--- config.mk ---
export PLATFORM = sky130hd
export DESIGN_NAME = prm_paged_register_map
export DESIGN_NICKNAME = d
export VERILOG_FILES = /design/src/include/prm_pkg.sv /design/src/hdl/prm_paged_register_map.sv
export SDC_FILE = /design/constraint.sdc
export NUM_CORES = 1
export LEC_CHECK = 0
export BUFFER_PORTS_ARGS = -buffer_cell sky130_fd_sc_hd__buf_2
export CAP_MARGIN = 20
export CORE_ASPECT_RATIO = 0.6
export CORE_MARGIN = 5
export CORE_UTILIZATION = 45
export CTS_CLUSTER_SIZE = 12
export DETAILED_ROUTE_END_ITERATION = 10
export HOLD_SLACK_MARGIN = 0.12
export PLACE_DENSITY = 0.75
export SETUP_SLACK_MARGIN = 0.3
export SKIP_CTS_REPAIR_TIMING = 1
export SYNTH_ARGS = -nofsm -noshare
export SYNTH_HDL_FRONTEND = slang
export SYNTH_SLANG_ARGS = --single-unit
--- constraint.sdc ---
create_clock -name ref_clk -period 1.7 [get_ports ref_clk]
set_clock_uncertainty 0.1 [all_clocks]
set_input_delay 0.085 -clock ref_clk [delete_from_list [all_inputs] [get_ports ref_clk]]
set_output_delay 0.085 -clock ref_clk [all_outputs]
set_load 0.01 [all_outputs]
--- src/include/prm_pkg.sv ---
// Package for the paged register map and soft reset controller.
package prm_pkg;
	// ***********************************************************
	// Register offsets
	// ***********************************************************
	localparam logic [7:0] PRM_OWN_ADDR_OFS   = 8'h00;
	localparam logic [7:0] PRM_SOFT_RESET_CONTROL_OFS  = 8'h01;
	localparam logic [7:0] PRM_STATUS_OFS     = 8'h04;
	localparam logic [7:0] PRM_CSI_PAGE_OFS   = 8'h32;
	localparam logic [7:0] PRM_RX_PAGE_OFS    = 8'h4C;
	// ***********************************************************
	// Address ranges
	// ***********************************************************
	localparam logic [7:0] PRM_SHARED_LO      = 8'h00;
	localparam logic [7:0] PRM_SHARED_HI      = 8'h32;
	localparam logic [7:0] PRM_CSI_LO         = 8'h33;
	localparam logic [7:0] PRM_CSI_HI         = 8'h3A;
	localparam logic [7:0] PRM_AEQ_LO         = 8'h40;
	localparam logic [7:0] PRM_AEQ_HI         = 8'h45;
	localparam logic [7:0] PRM_RX_LO          = 8'h46;
	localparam logic [7:0] PRM_RX_HI          = 8'h7F;
	localparam logic [7:0] PRM_CSI_DBG_LO     = 8'h90;
	localparam logic [7:0] PRM_CSI_DBG_HI     = 8'h9F;
	localparam logic [7:0] PRM_INDIRECT_LO    = 8'hB0;
	localparam logic [7:0] PRM_INDIRECT_HI    = 8'hB2;
	localparam logic [7:0] PRM_UPPER_LO       = 8'hB3;
	localparam logic [7:0] PRM_UPPER_HI       = 8'hBF;
	localparam logic [7:0] PRM_RX_DBG_LO      = 8'hD0;
	localparam logic [7:0] PRM_RX_DBG_HI      = 8'hDF;
	localparam logic [7:0] PRM_RX_ID_LO       = 8'hF0;
	localparam logic [7:0] PRM_RX_ID_HI       = 8'hF5;
	localparam logic [7:0] PRM_PORT_I2C_LO    = 8'hF8;
	localparam logic [7:0] PRM_PORT_I2C_HI    = 8'hFB;
	// ***********************************************************
	// Field positions and reset values
	// ***********************************************************
	localparam int         PRM_ADDR_OVR_BIT   = 0;
	localparam int         PRM_RELOAD_BIT     = 2;
	localparam int         PRM_FULL_RST_BIT   = 1;
	localparam int         PRM_KEEP_RST_BIT   = 0;
	localparam int         PRM_INIT_DONE_BIT  = 6;
	localparam int         PRM_CSI_RD_BIT     = 4;
	localparam int         PRM_CSI_WR_BIT     = 0;
	localparam int         PRM_RX_RSEL_LSB    = 4;
	localparam logic [7:0] PRM_SOFT_RESET_CONTROL_RST  = 8'h00;
	localparam logic [7:0] PRM_CSI_PAGE_RST   = 8'h00;
	localparam logic [7:0] PRM_RX_PAGE_RST    = 8'h00;
	localparam int         PRM_NUM_RX         = 4;
	// Timing: internal reset pulse width and ROM reload time.
	localparam int         PRM_RST_PULSE_CYC  = 4;
	localparam int         PRM_RELOAD_CYC     = 16;
	// ***********************************************************
	// Target selection codes
	// ***********************************************************
	typedef enum logic [2:0] {
		PRM_TGT_NONE   = 3'h0,
		PRM_TGT_LOCAL  = 3'h1,
		PRM_TGT_SHARED = 3'h2,
		PRM_TGT_CSI    = 3'h3,
		PRM_TGT_RX     = 3'h4
	} prm_tgt_t;
endpackage

--- src/hdl/prm_paged_register_map.sv ---
// Paged register map decoder with device address and soft reset control.
`timescale 1ns/1ps
module prm_paged_register_map
	import prm_pkg::*;
(
	input  wire logic             ref_clk,
	input  wire logic             rst_b,
	input  wire logic [6:0]       strap_addr,
	input  wire logic             i2c_req,
	input  wire logic             i2c_wr,
	input  wire logic [7:0]       i2c_addr,
	input  wire logic [7:0]       i2c_wdata,
	input  wire logic             cc_req,
	input  wire logic             cc_wr,
	input  wire logic [7:0]       cc_addr,
	input  wire logic [7:0]       cc_wdata,
	output logic                  cc_grant,
	output logic [7:0]            rdata,
	output logic                  rvalid,
	output logic [6:0]            active_i2c_addr,
	output logic                  shared_wr,
	output logic                  shared_rd,
	output logic                  csi_wr,
	output logic                  csi_rd,
	output logic [3:0]            rx_wr_en,
	output logic [1:0]            rx_rd_sel,
	output logic                  rx_rd,
	output logic [7:0]            ext_addr,
	output logic [7:0]            ext_wdata,
	input  wire logic [7:0]       ext_rdata,
	output logic                  logic_rst,
	output logic                  config_rst,
	output logic                  rom_load_busy,
	output logic                  init_done
);

	// ***********************************************************
	// Request arbitration
	// ***********************************************************
	// Local I2C wins a same-cycle clash; the control channel sees no grant
	// and must hold its request for the next cycle.
	logic       req;
	logic       wr;
	logic [7:0] addr;
	logic [7:0] wdata;
	assign cc_grant = cc_req & ~i2c_req;
	assign req      = i2c_req | cc_req;
	assign wr       = i2c_req ? i2c_wr : cc_wr;
	assign addr     = i2c_req ? i2c_addr : cc_addr;
	assign wdata    = i2c_req ? i2c_wdata : cc_wdata;

	// ***********************************************************
	// Local registers
	// ***********************************************************
	logic       ovr_r;
	logic [6:0] addr_val_r;
	logic       strap_taken_r;
	logic [7:0] csi_page_r;
	logic [7:0] rx_page_r;
	logic [1:0] rst_req_r;
	logic       reload_req_r;
	logic [2:0] pulse_cnt_r;
	logic [4:0] load_cnt_r;
	logic       done_r;
	logic       cfg_clr;

	assign cfg_clr = config_rst;

	// The strap is caught by a clock edge after reset release, not by reset.
	always_ff @(posedge ref_clk or negedge rst_b) begin
		if (!rst_b) begin
			strap_taken_r <= 1'b0;
			addr_val_r    <= 7'h00;
		end else if (!strap_taken_r || cfg_clr) begin
			strap_taken_r <= 1'b1;
			addr_val_r    <= strap_addr;
		end else if (req && wr && addr == PRM_OWN_ADDR_OFS) begin
			// The override bit of the same write decides, so that a write
			// that clears it never lets its address field become active.
			if (wdata[PRM_ADDR_OVR_BIT]) begin
				addr_val_r <= wdata[7:1];
			end else begin
				addr_val_r <= strap_addr;
			end
		end else if (!ovr_r) begin
			addr_val_r    <= strap_addr;
		end
	end

	always_ff @(posedge ref_clk or negedge rst_b) begin
		if (!rst_b) begin
			ovr_r <= 1'b0;
		end else if (cfg_clr) begin
			ovr_r <= 1'b0;
		end else if (req && wr && addr == PRM_OWN_ADDR_OFS) begin
			ovr_r <= wdata[PRM_ADDR_OVR_BIT];
		end
	end

	always_ff @(posedge ref_clk or negedge rst_b) begin
		if (!rst_b) begin
			csi_page_r <= PRM_CSI_PAGE_RST;
			rx_page_r  <= PRM_RX_PAGE_RST;
		end else if (cfg_clr) begin
			csi_page_r <= PRM_CSI_PAGE_RST;
			rx_page_r  <= PRM_RX_PAGE_RST;
		end else if (req && wr) begin
			if (addr == PRM_CSI_PAGE_OFS) begin
				csi_page_r <= wdata;
			end
			if (addr == PRM_RX_PAGE_OFS) begin
				rx_page_r <= wdata;
			end
		end
	end

	assign active_i2c_addr = addr_val_r;

	// ***********************************************************
	// Soft reset sequencing
	// ***********************************************************
	// Request bits stay visible while their action runs, then clear.
	logic wr_rst;
	assign wr_rst = req && wr && addr == PRM_SOFT_RESET_CONTROL_OFS;

	always_ff @(posedge ref_clk or negedge rst_b) begin
		if (!rst_b) begin
			rst_req_r   <= PRM_SOFT_RESET_CONTROL_RST[1:0];
			pulse_cnt_r <= 3'h0;
		end else if (wr_rst && (wdata[PRM_FULL_RST_BIT] ||
				wdata[PRM_KEEP_RST_BIT])) begin
			rst_req_r   <= wdata[1:0];
			pulse_cnt_r <= 3'(PRM_RST_PULSE_CYC);
		end else if (pulse_cnt_r != 3'h0) begin
			pulse_cnt_r <= pulse_cnt_r - 3'h1;
			if (pulse_cnt_r == 3'h1) begin
				rst_req_r <= 2'h0;
			end
		end
	end

	assign logic_rst  = pulse_cnt_r != 3'h0;
	assign config_rst = logic_rst && rst_req_r[PRM_FULL_RST_BIT];

	// Hardware reset and a reload request both start the one loader counter; reset pulses run on pulse_cnt_r.
	always_ff @(posedge ref_clk or negedge rst_b) begin
		if (!rst_b) begin
			load_cnt_r   <= 5'(PRM_RELOAD_CYC);
			reload_req_r <= PRM_SOFT_RESET_CONTROL_RST[PRM_RELOAD_BIT];
			done_r       <= 1'b0;
		end else if (wr_rst && wdata[PRM_RELOAD_BIT]) begin
			load_cnt_r   <= 5'(PRM_RELOAD_CYC);
			reload_req_r <= 1'b1;
			done_r       <= 1'b0;
		end else if (load_cnt_r != 5'h00) begin
			load_cnt_r <= load_cnt_r - 5'h01;
			if (load_cnt_r == 5'h01) begin
				reload_req_r <= 1'b0;
				done_r       <= 1'b1;
			end
		end
	end

	assign rom_load_busy = load_cnt_r != 5'h00;
	assign init_done     = done_r;

	// ***********************************************************
	// Range decode
	// ***********************************************************
	function automatic logic in_rng(input logic [7:0] a,
			input logic [7:0] lo, input logic [7:0] hi);
		return a >= lo && a <= hi;
	endfunction

	logic     is_local;
	prm_tgt_t tgt;
	always_comb begin
		is_local = addr == PRM_OWN_ADDR_OFS || addr == PRM_SOFT_RESET_CONTROL_OFS ||
			addr == PRM_STATUS_OFS || addr == PRM_CSI_PAGE_OFS ||
			addr == PRM_RX_PAGE_OFS;
		if (is_local) begin
			tgt = PRM_TGT_LOCAL;
		end else if (in_rng(addr, PRM_CSI_LO, PRM_CSI_HI)) begin
			tgt = PRM_TGT_CSI;
		end else if (in_rng(addr, PRM_RX_LO, PRM_RX_HI) ||
				in_rng(addr, PRM_RX_DBG_LO, PRM_RX_DBG_HI)) begin
			tgt = PRM_TGT_RX;
		end else if (in_rng(addr, PRM_SHARED_LO, PRM_SHARED_HI) ||
				in_rng(addr, PRM_AEQ_LO, PRM_AEQ_HI) ||
				in_rng(addr, PRM_CSI_DBG_LO, PRM_CSI_DBG_HI) ||
				in_rng(addr, PRM_INDIRECT_LO, PRM_INDIRECT_HI) ||
				in_rng(addr, PRM_UPPER_LO, PRM_UPPER_HI) ||
				in_rng(addr, PRM_RX_ID_LO, PRM_RX_ID_HI) ||
				in_rng(addr, PRM_PORT_I2C_LO, PRM_PORT_I2C_HI)) begin
			tgt = PRM_TGT_SHARED;
		end else begin
			tgt = PRM_TGT_NONE;
		end
	end

	// ***********************************************************
	// Strobes to the register blocks
	// ***********************************************************
	logic csi_rd_ok;
	assign csi_rd_ok = ~csi_page_r[PRM_CSI_RD_BIT];
	assign shared_wr = req && wr && tgt == PRM_TGT_SHARED;
	assign shared_rd = req && !wr && tgt == PRM_TGT_SHARED;
	assign csi_wr    = req && wr && tgt == PRM_TGT_CSI &&
		csi_page_r[PRM_CSI_WR_BIT];
	assign csi_rd    = req && !wr && tgt == PRM_TGT_CSI && csi_rd_ok;
	assign rx_rd_sel = rx_page_r[PRM_RX_RSEL_LSB +: 2];
	assign rx_rd     = req && !wr && tgt == PRM_TGT_RX;

	genvar gp;
	generate
		for (gp = 0; gp < PRM_NUM_RX; gp++) begin : g_rx_wr
			assign rx_wr_en[gp] = req && wr && tgt == PRM_TGT_RX &&
				rx_page_r[gp];
		end
	endgenerate

	assign ext_addr  = addr;
	assign ext_wdata = wdata;

	// ***********************************************************
	// Read data return
	// ***********************************************************
	always_ff @(posedge ref_clk or negedge rst_b) begin
		if (!rst_b) begin
			rdata  <= 8'h00;
			rvalid <= 1'b0;
		end else begin
			rvalid <= req && !wr;
			if (req && !wr) begin
				unique case (tgt)
					PRM_TGT_LOCAL: begin
						unique case (addr)
							PRM_OWN_ADDR_OFS:
								rdata <= {addr_val_r, ovr_r};
							PRM_SOFT_RESET_CONTROL_OFS:
								rdata <= {5'h00, reload_req_r, rst_req_r};
							PRM_STATUS_OFS:
								rdata <= 8'(done_r) << PRM_INIT_DONE_BIT;
							PRM_CSI_PAGE_OFS:
								rdata <= csi_page_r;
							default:
								rdata <= rx_page_r;
						endcase
					end
					PRM_TGT_SHARED, PRM_TGT_RX:
						rdata <= ext_rdata;
					PRM_TGT_CSI:
						rdata <= csi_rd_ok ? ext_rdata : 8'h00;
					default:
						rdata <= 8'h00;
				endcase
			end
		end
	end

endmodule

==> flow_summary.ini <==
[placement]
numPortBuffers = 100
dpl.hpwl_um = 8110
gp_congestion = 0.912
placedCellCount = 593

[logic_synthesis]
syn_nets = 403
synth_area_leader_cell = dfrtp_1
async_reset_ff_share_pct = 100
syn_area_per_cell_um2 = 8.93
synth_top_area_share_pct = 36.7
synth_area_leaders = dfrtp_1 (37%), mux2i_1 (6.2%), nor2_1 (4.9%)
synth.distinct_cells = 57
synth.ff_latch_count = 46
syn_inst = 344
synth_edf_count = 0
synth-main-ff-cell = dfrtp_1
synth_area_um2 = 3070
yosys_warnings = 0
ys_seq_area_share_pct = 37.5

[detailed_routing]
drtIter0Drc = 508
antenna_left = 0
drc_errors = 0
dr.pass1.iters = 6
viasPerCell = 5.94
post_drt_wl_per_cell_um = 20.8
wl_um = 13400
vias = 3838

[hold_path]
hold_start = i2c_wr
hp-class = input pin to register
hold_end = rvalid
hold_depth = 3

[sta]
setup_violations = 37
finalHoldViolCount = 0
finalCritPeriodShare_pct = 118
fin_ws_ns = -0.302
tightest_slew_ns = 0.603
maxSlewViolCount = 0
fin_crit_ns = 2.00
slew_headroom_pct = 59.8
clock.fmax_mhz = 500
rsz0062_at_grt = yes

[cts]
cts-root-buf = clkbuf_16
htreeDepth = 2
clock_sinks = 46
clk_latency_ns = 0.29
clockBufferDepth = 2
cts_made_buffers = 5
cts_tree = built
clkTransAtPathRegs_ns = 0.06

[critical_path]
crit_type = input pin to output port
r2r_slack_ns = -0.22
critPathArrivalTime_ns = 1.82
crit_slowest_cell = nor3_1
crit_cells = 10
r2r_start = pulse_cnt_r[0]
cp_max_fo = 6
cpMostUsedCell = buf_4
crit_buf_inv = 4
crit_required_ns = 1.51
path_cells = buf_12 -> buf_4 -> nor3_1 -> o211ai_1 -> a22o_1 -> a211oi_2 -> buf_4 -> nand3_4 -> nor2b_2 -> buf_2
cpLargestDelayFamily = compound AO/OA/AOI/OAI gates
reg2reg_depth = 9
crit-reg2reg-capture = active_i2c_addr[5]
startpoint_type = input pin
critPathMaxStageDelay_ns = 0.28
setup.worst_path.end_class = output port

[final_layout]
final-instance-count-excl-fill = 646
diodes = 0
nets = 617
fillers = 377
area_growth_pct = 71.9
post_route_cells_drive_above_1_share_pct = 55.1

[pwr]
leakagePower_uw = 0.00257
vdd_drop_max_mv = 0.530
power_density_nw_per_um2 = 815
power.total_uw = 4300

[global_routing]
antenna_found_initial = 0
grt_max_degree = 47
grt_first_pass_wirelength_um = 16000
overflow = 0
first_global_vias = 3189
grt.total_usage_pct = 23.7

[floorplan]
pin_count = 101
die_w_um = 117
std_cell_rows = 23
dieArea_um2 = 8630
start_util_pct = 46.2
die_h_um = 74.0
core_um2 = 6650

[run]
cap_violations = 0

[run_status]
violations = setup timing
status = finished, violations left
-- metrics by stage --
stage | util, % | setup TNS (ns) | hold WS [ns] | instance area, um2 | worst slack [ns]
floorplan | - | -5.40 | -0.311 | 3250 | -0.269
global placement | 65.5 | -19.09 | 0.100 | 4350 | -0.481
detailed placement | 65.5 | -20.80 | 0.101 | 4350 | -0.508
CTS | 67.6 | -8.45 | -0.198 | 4490 | -0.431
global route | 79.4 | -7.17 | 0.124 | 5280 | -0.343
finish | 79.4 | -5.57 | 0.122 | 5280 | -0.302
-- cell type report --
type                            instances  area (um2)  share of cell area, %
Sequential cell                        46        1150                   21.8
Multi-Input combinational cell        255        2100                   39.8
Timing Repair Buffer                  229        1700                   32.2
Clock buffer                            6         129                   2.44
Inverter                               21        81.3                   1.54
Tap cell                               87         109                   2.06
Clock inverter                          2        10.0                  0.190
-- synth_stat cells (2+ instances only) --
| library cell | count |
|---|---|
| and3_1 | 10 |
| a32o_1 | 2 |
| a22o_1 | 2 |
| a22oi_1 | 4 |
| mux2_2 | 6 |
| a21oi_1 | 5 |
| inv_1 | 20 |
| nand3b_1 | 4 |
| and3b_1 | 2 |
| a32oi_1 | 2 |
| o22ai_1 | 5 |
| mux2i_1 | 19 |
| nor2b_1 | 3 |
| or3_1 | 2 |
| ha_1 | 6 |
| nor2_1 | 40 |
| nand2_1 | 36 |
| o21ai_0 | 10 |
| nor3b_1 | 6 |
| nor3_1 | 4 |
| o21ai_1 | 9 |
| a31oi_1 | 3 |
| buf_6 | 2 |
| xnor2_1 | 4 |
| buf_4 | 4 |
| nand2b_1 | 3 |
| dfrtp_1 | 45 |
| a211oi_1 | 10 |
| and2_1 | 10 |
| a222oi_1 | 7 |
| a21o_1 | 5 |
| a211oi_2 | 5 |
| clkbuf_1 | 8 |
| nand3_1 | 7 |
| buf_2 | 8 |
| o22a_1 | 2 |
| or3b_1 | 4 |
-- cell families after synthesis --
| kind of cell | count (synthesis) | share of synthesized area (%) |
|---|---|---|
| other cells | 1 | 0.122 |
| buf+inv | 44 | 6.68 |
| simple gates | 136 | 22.8 |
| fa+ha+maj | 6 | 2.44 |
| compound gates | 82 | 20.9 |
| xor+xnor | 4 | 1.14 |
| flops | 46 | 37.5 |
| mux | 25 | 8.39 |
-- metal layers --
layer,vias to the layer above,routed length [um],global-route usage (%)
li1,1672,-,-
met1,1817,5390,37.3
met2,288,6070,34.0
met3,61,1540,5.37
met4,0,399,3.44
met5,-,0,0
-- report_power, final --
group | total [uW] | internal [uW] | leakage (uW) | switching, uW
logic | 1880 | 973 | 0.00192 | 904
registers | 1470 | 1280 | 0.000578 | 183
clock network | 955 | 541 | 0.0000706 | 414
total | 4300 | 2800 | 0.00257 | 1500
-- flip-flops by register name, summed over array words and instances (netlist names) --
| name | cells |
|---|---|
| rx_page_r | 8 |
| rdata | 8 |
| csi_page_r | 8 |
| rvalid | 1 |
| pulse_cnt_r | 3 |
| load_cnt_r | 5 |
| reload_req_r | 1 |
| ovr_r | 1 |
| strap_taken_r | 1 |
| init_done | 1 |
| active_i2c_addr | 7 |
| rst_req_r | 2 |
-- worst reg2reg max path: cells and delay by family (launching register included) --
family | cells | cell delay (ns)
buf+inv | 2 | 0.30
mux | 1 | 0.24
simple gates | 4 | 0.48
compound gates | 1 | 0.10
fa+ha+maj | 1 | 0.17
flops | 1 | 0.40
-- how the worst max path moves through the flow --
stage,slack [ns],to,start
3_5_place_dp,-0.51,active_i2c_addr[4],i2c_req
4_1_cts,-0.43,shared_rd,i2c_req
2_1_floorplan,-0.27,rdata[0],i2c_addr[6]
6_report,-0.30,shared_rd,i2c_req
5_1_grt,-0.34,shared_rd,i2c_req
3_3_place_gp,-0.48,rdata[3],i2c_req
-- cell usage in the layout, fill, tap and decap left out, types with 3 or more instances in the layout --
cell type,synthesis,layout
a222oi_1,7,7
and3_4,0,4
o21ai_1,9,14
nand3_1,7,5
nand2_1,36,33
nand3b_1,4,4
inv_1,20,15
mux2i_1,19,17
buf_4,4,94
nor2_2,0,5
a21o_1,5,5
buf_12,0,5
buf_6,2,21
dfrtp_1,45,45
nor2_1,40,32
buf_2,8,91
clkbuf_16,0,6
and2_4,0,8
nor2_4,0,3
dlygate4sd3_1,0,16
a31oi_1,3,3
o21ai_0,10,5
mux2_2,6,4
a211oi_2,5,14
o22ai_1,5,3
and3_1,10,5
nor3_1,4,3
xnor2_1,4,3
or3b_4,0,3
inv_2,0,5
ha_1,6,4
nor3b_2,0,3
No activity file was read; power rests on OpenSTA's default activity.
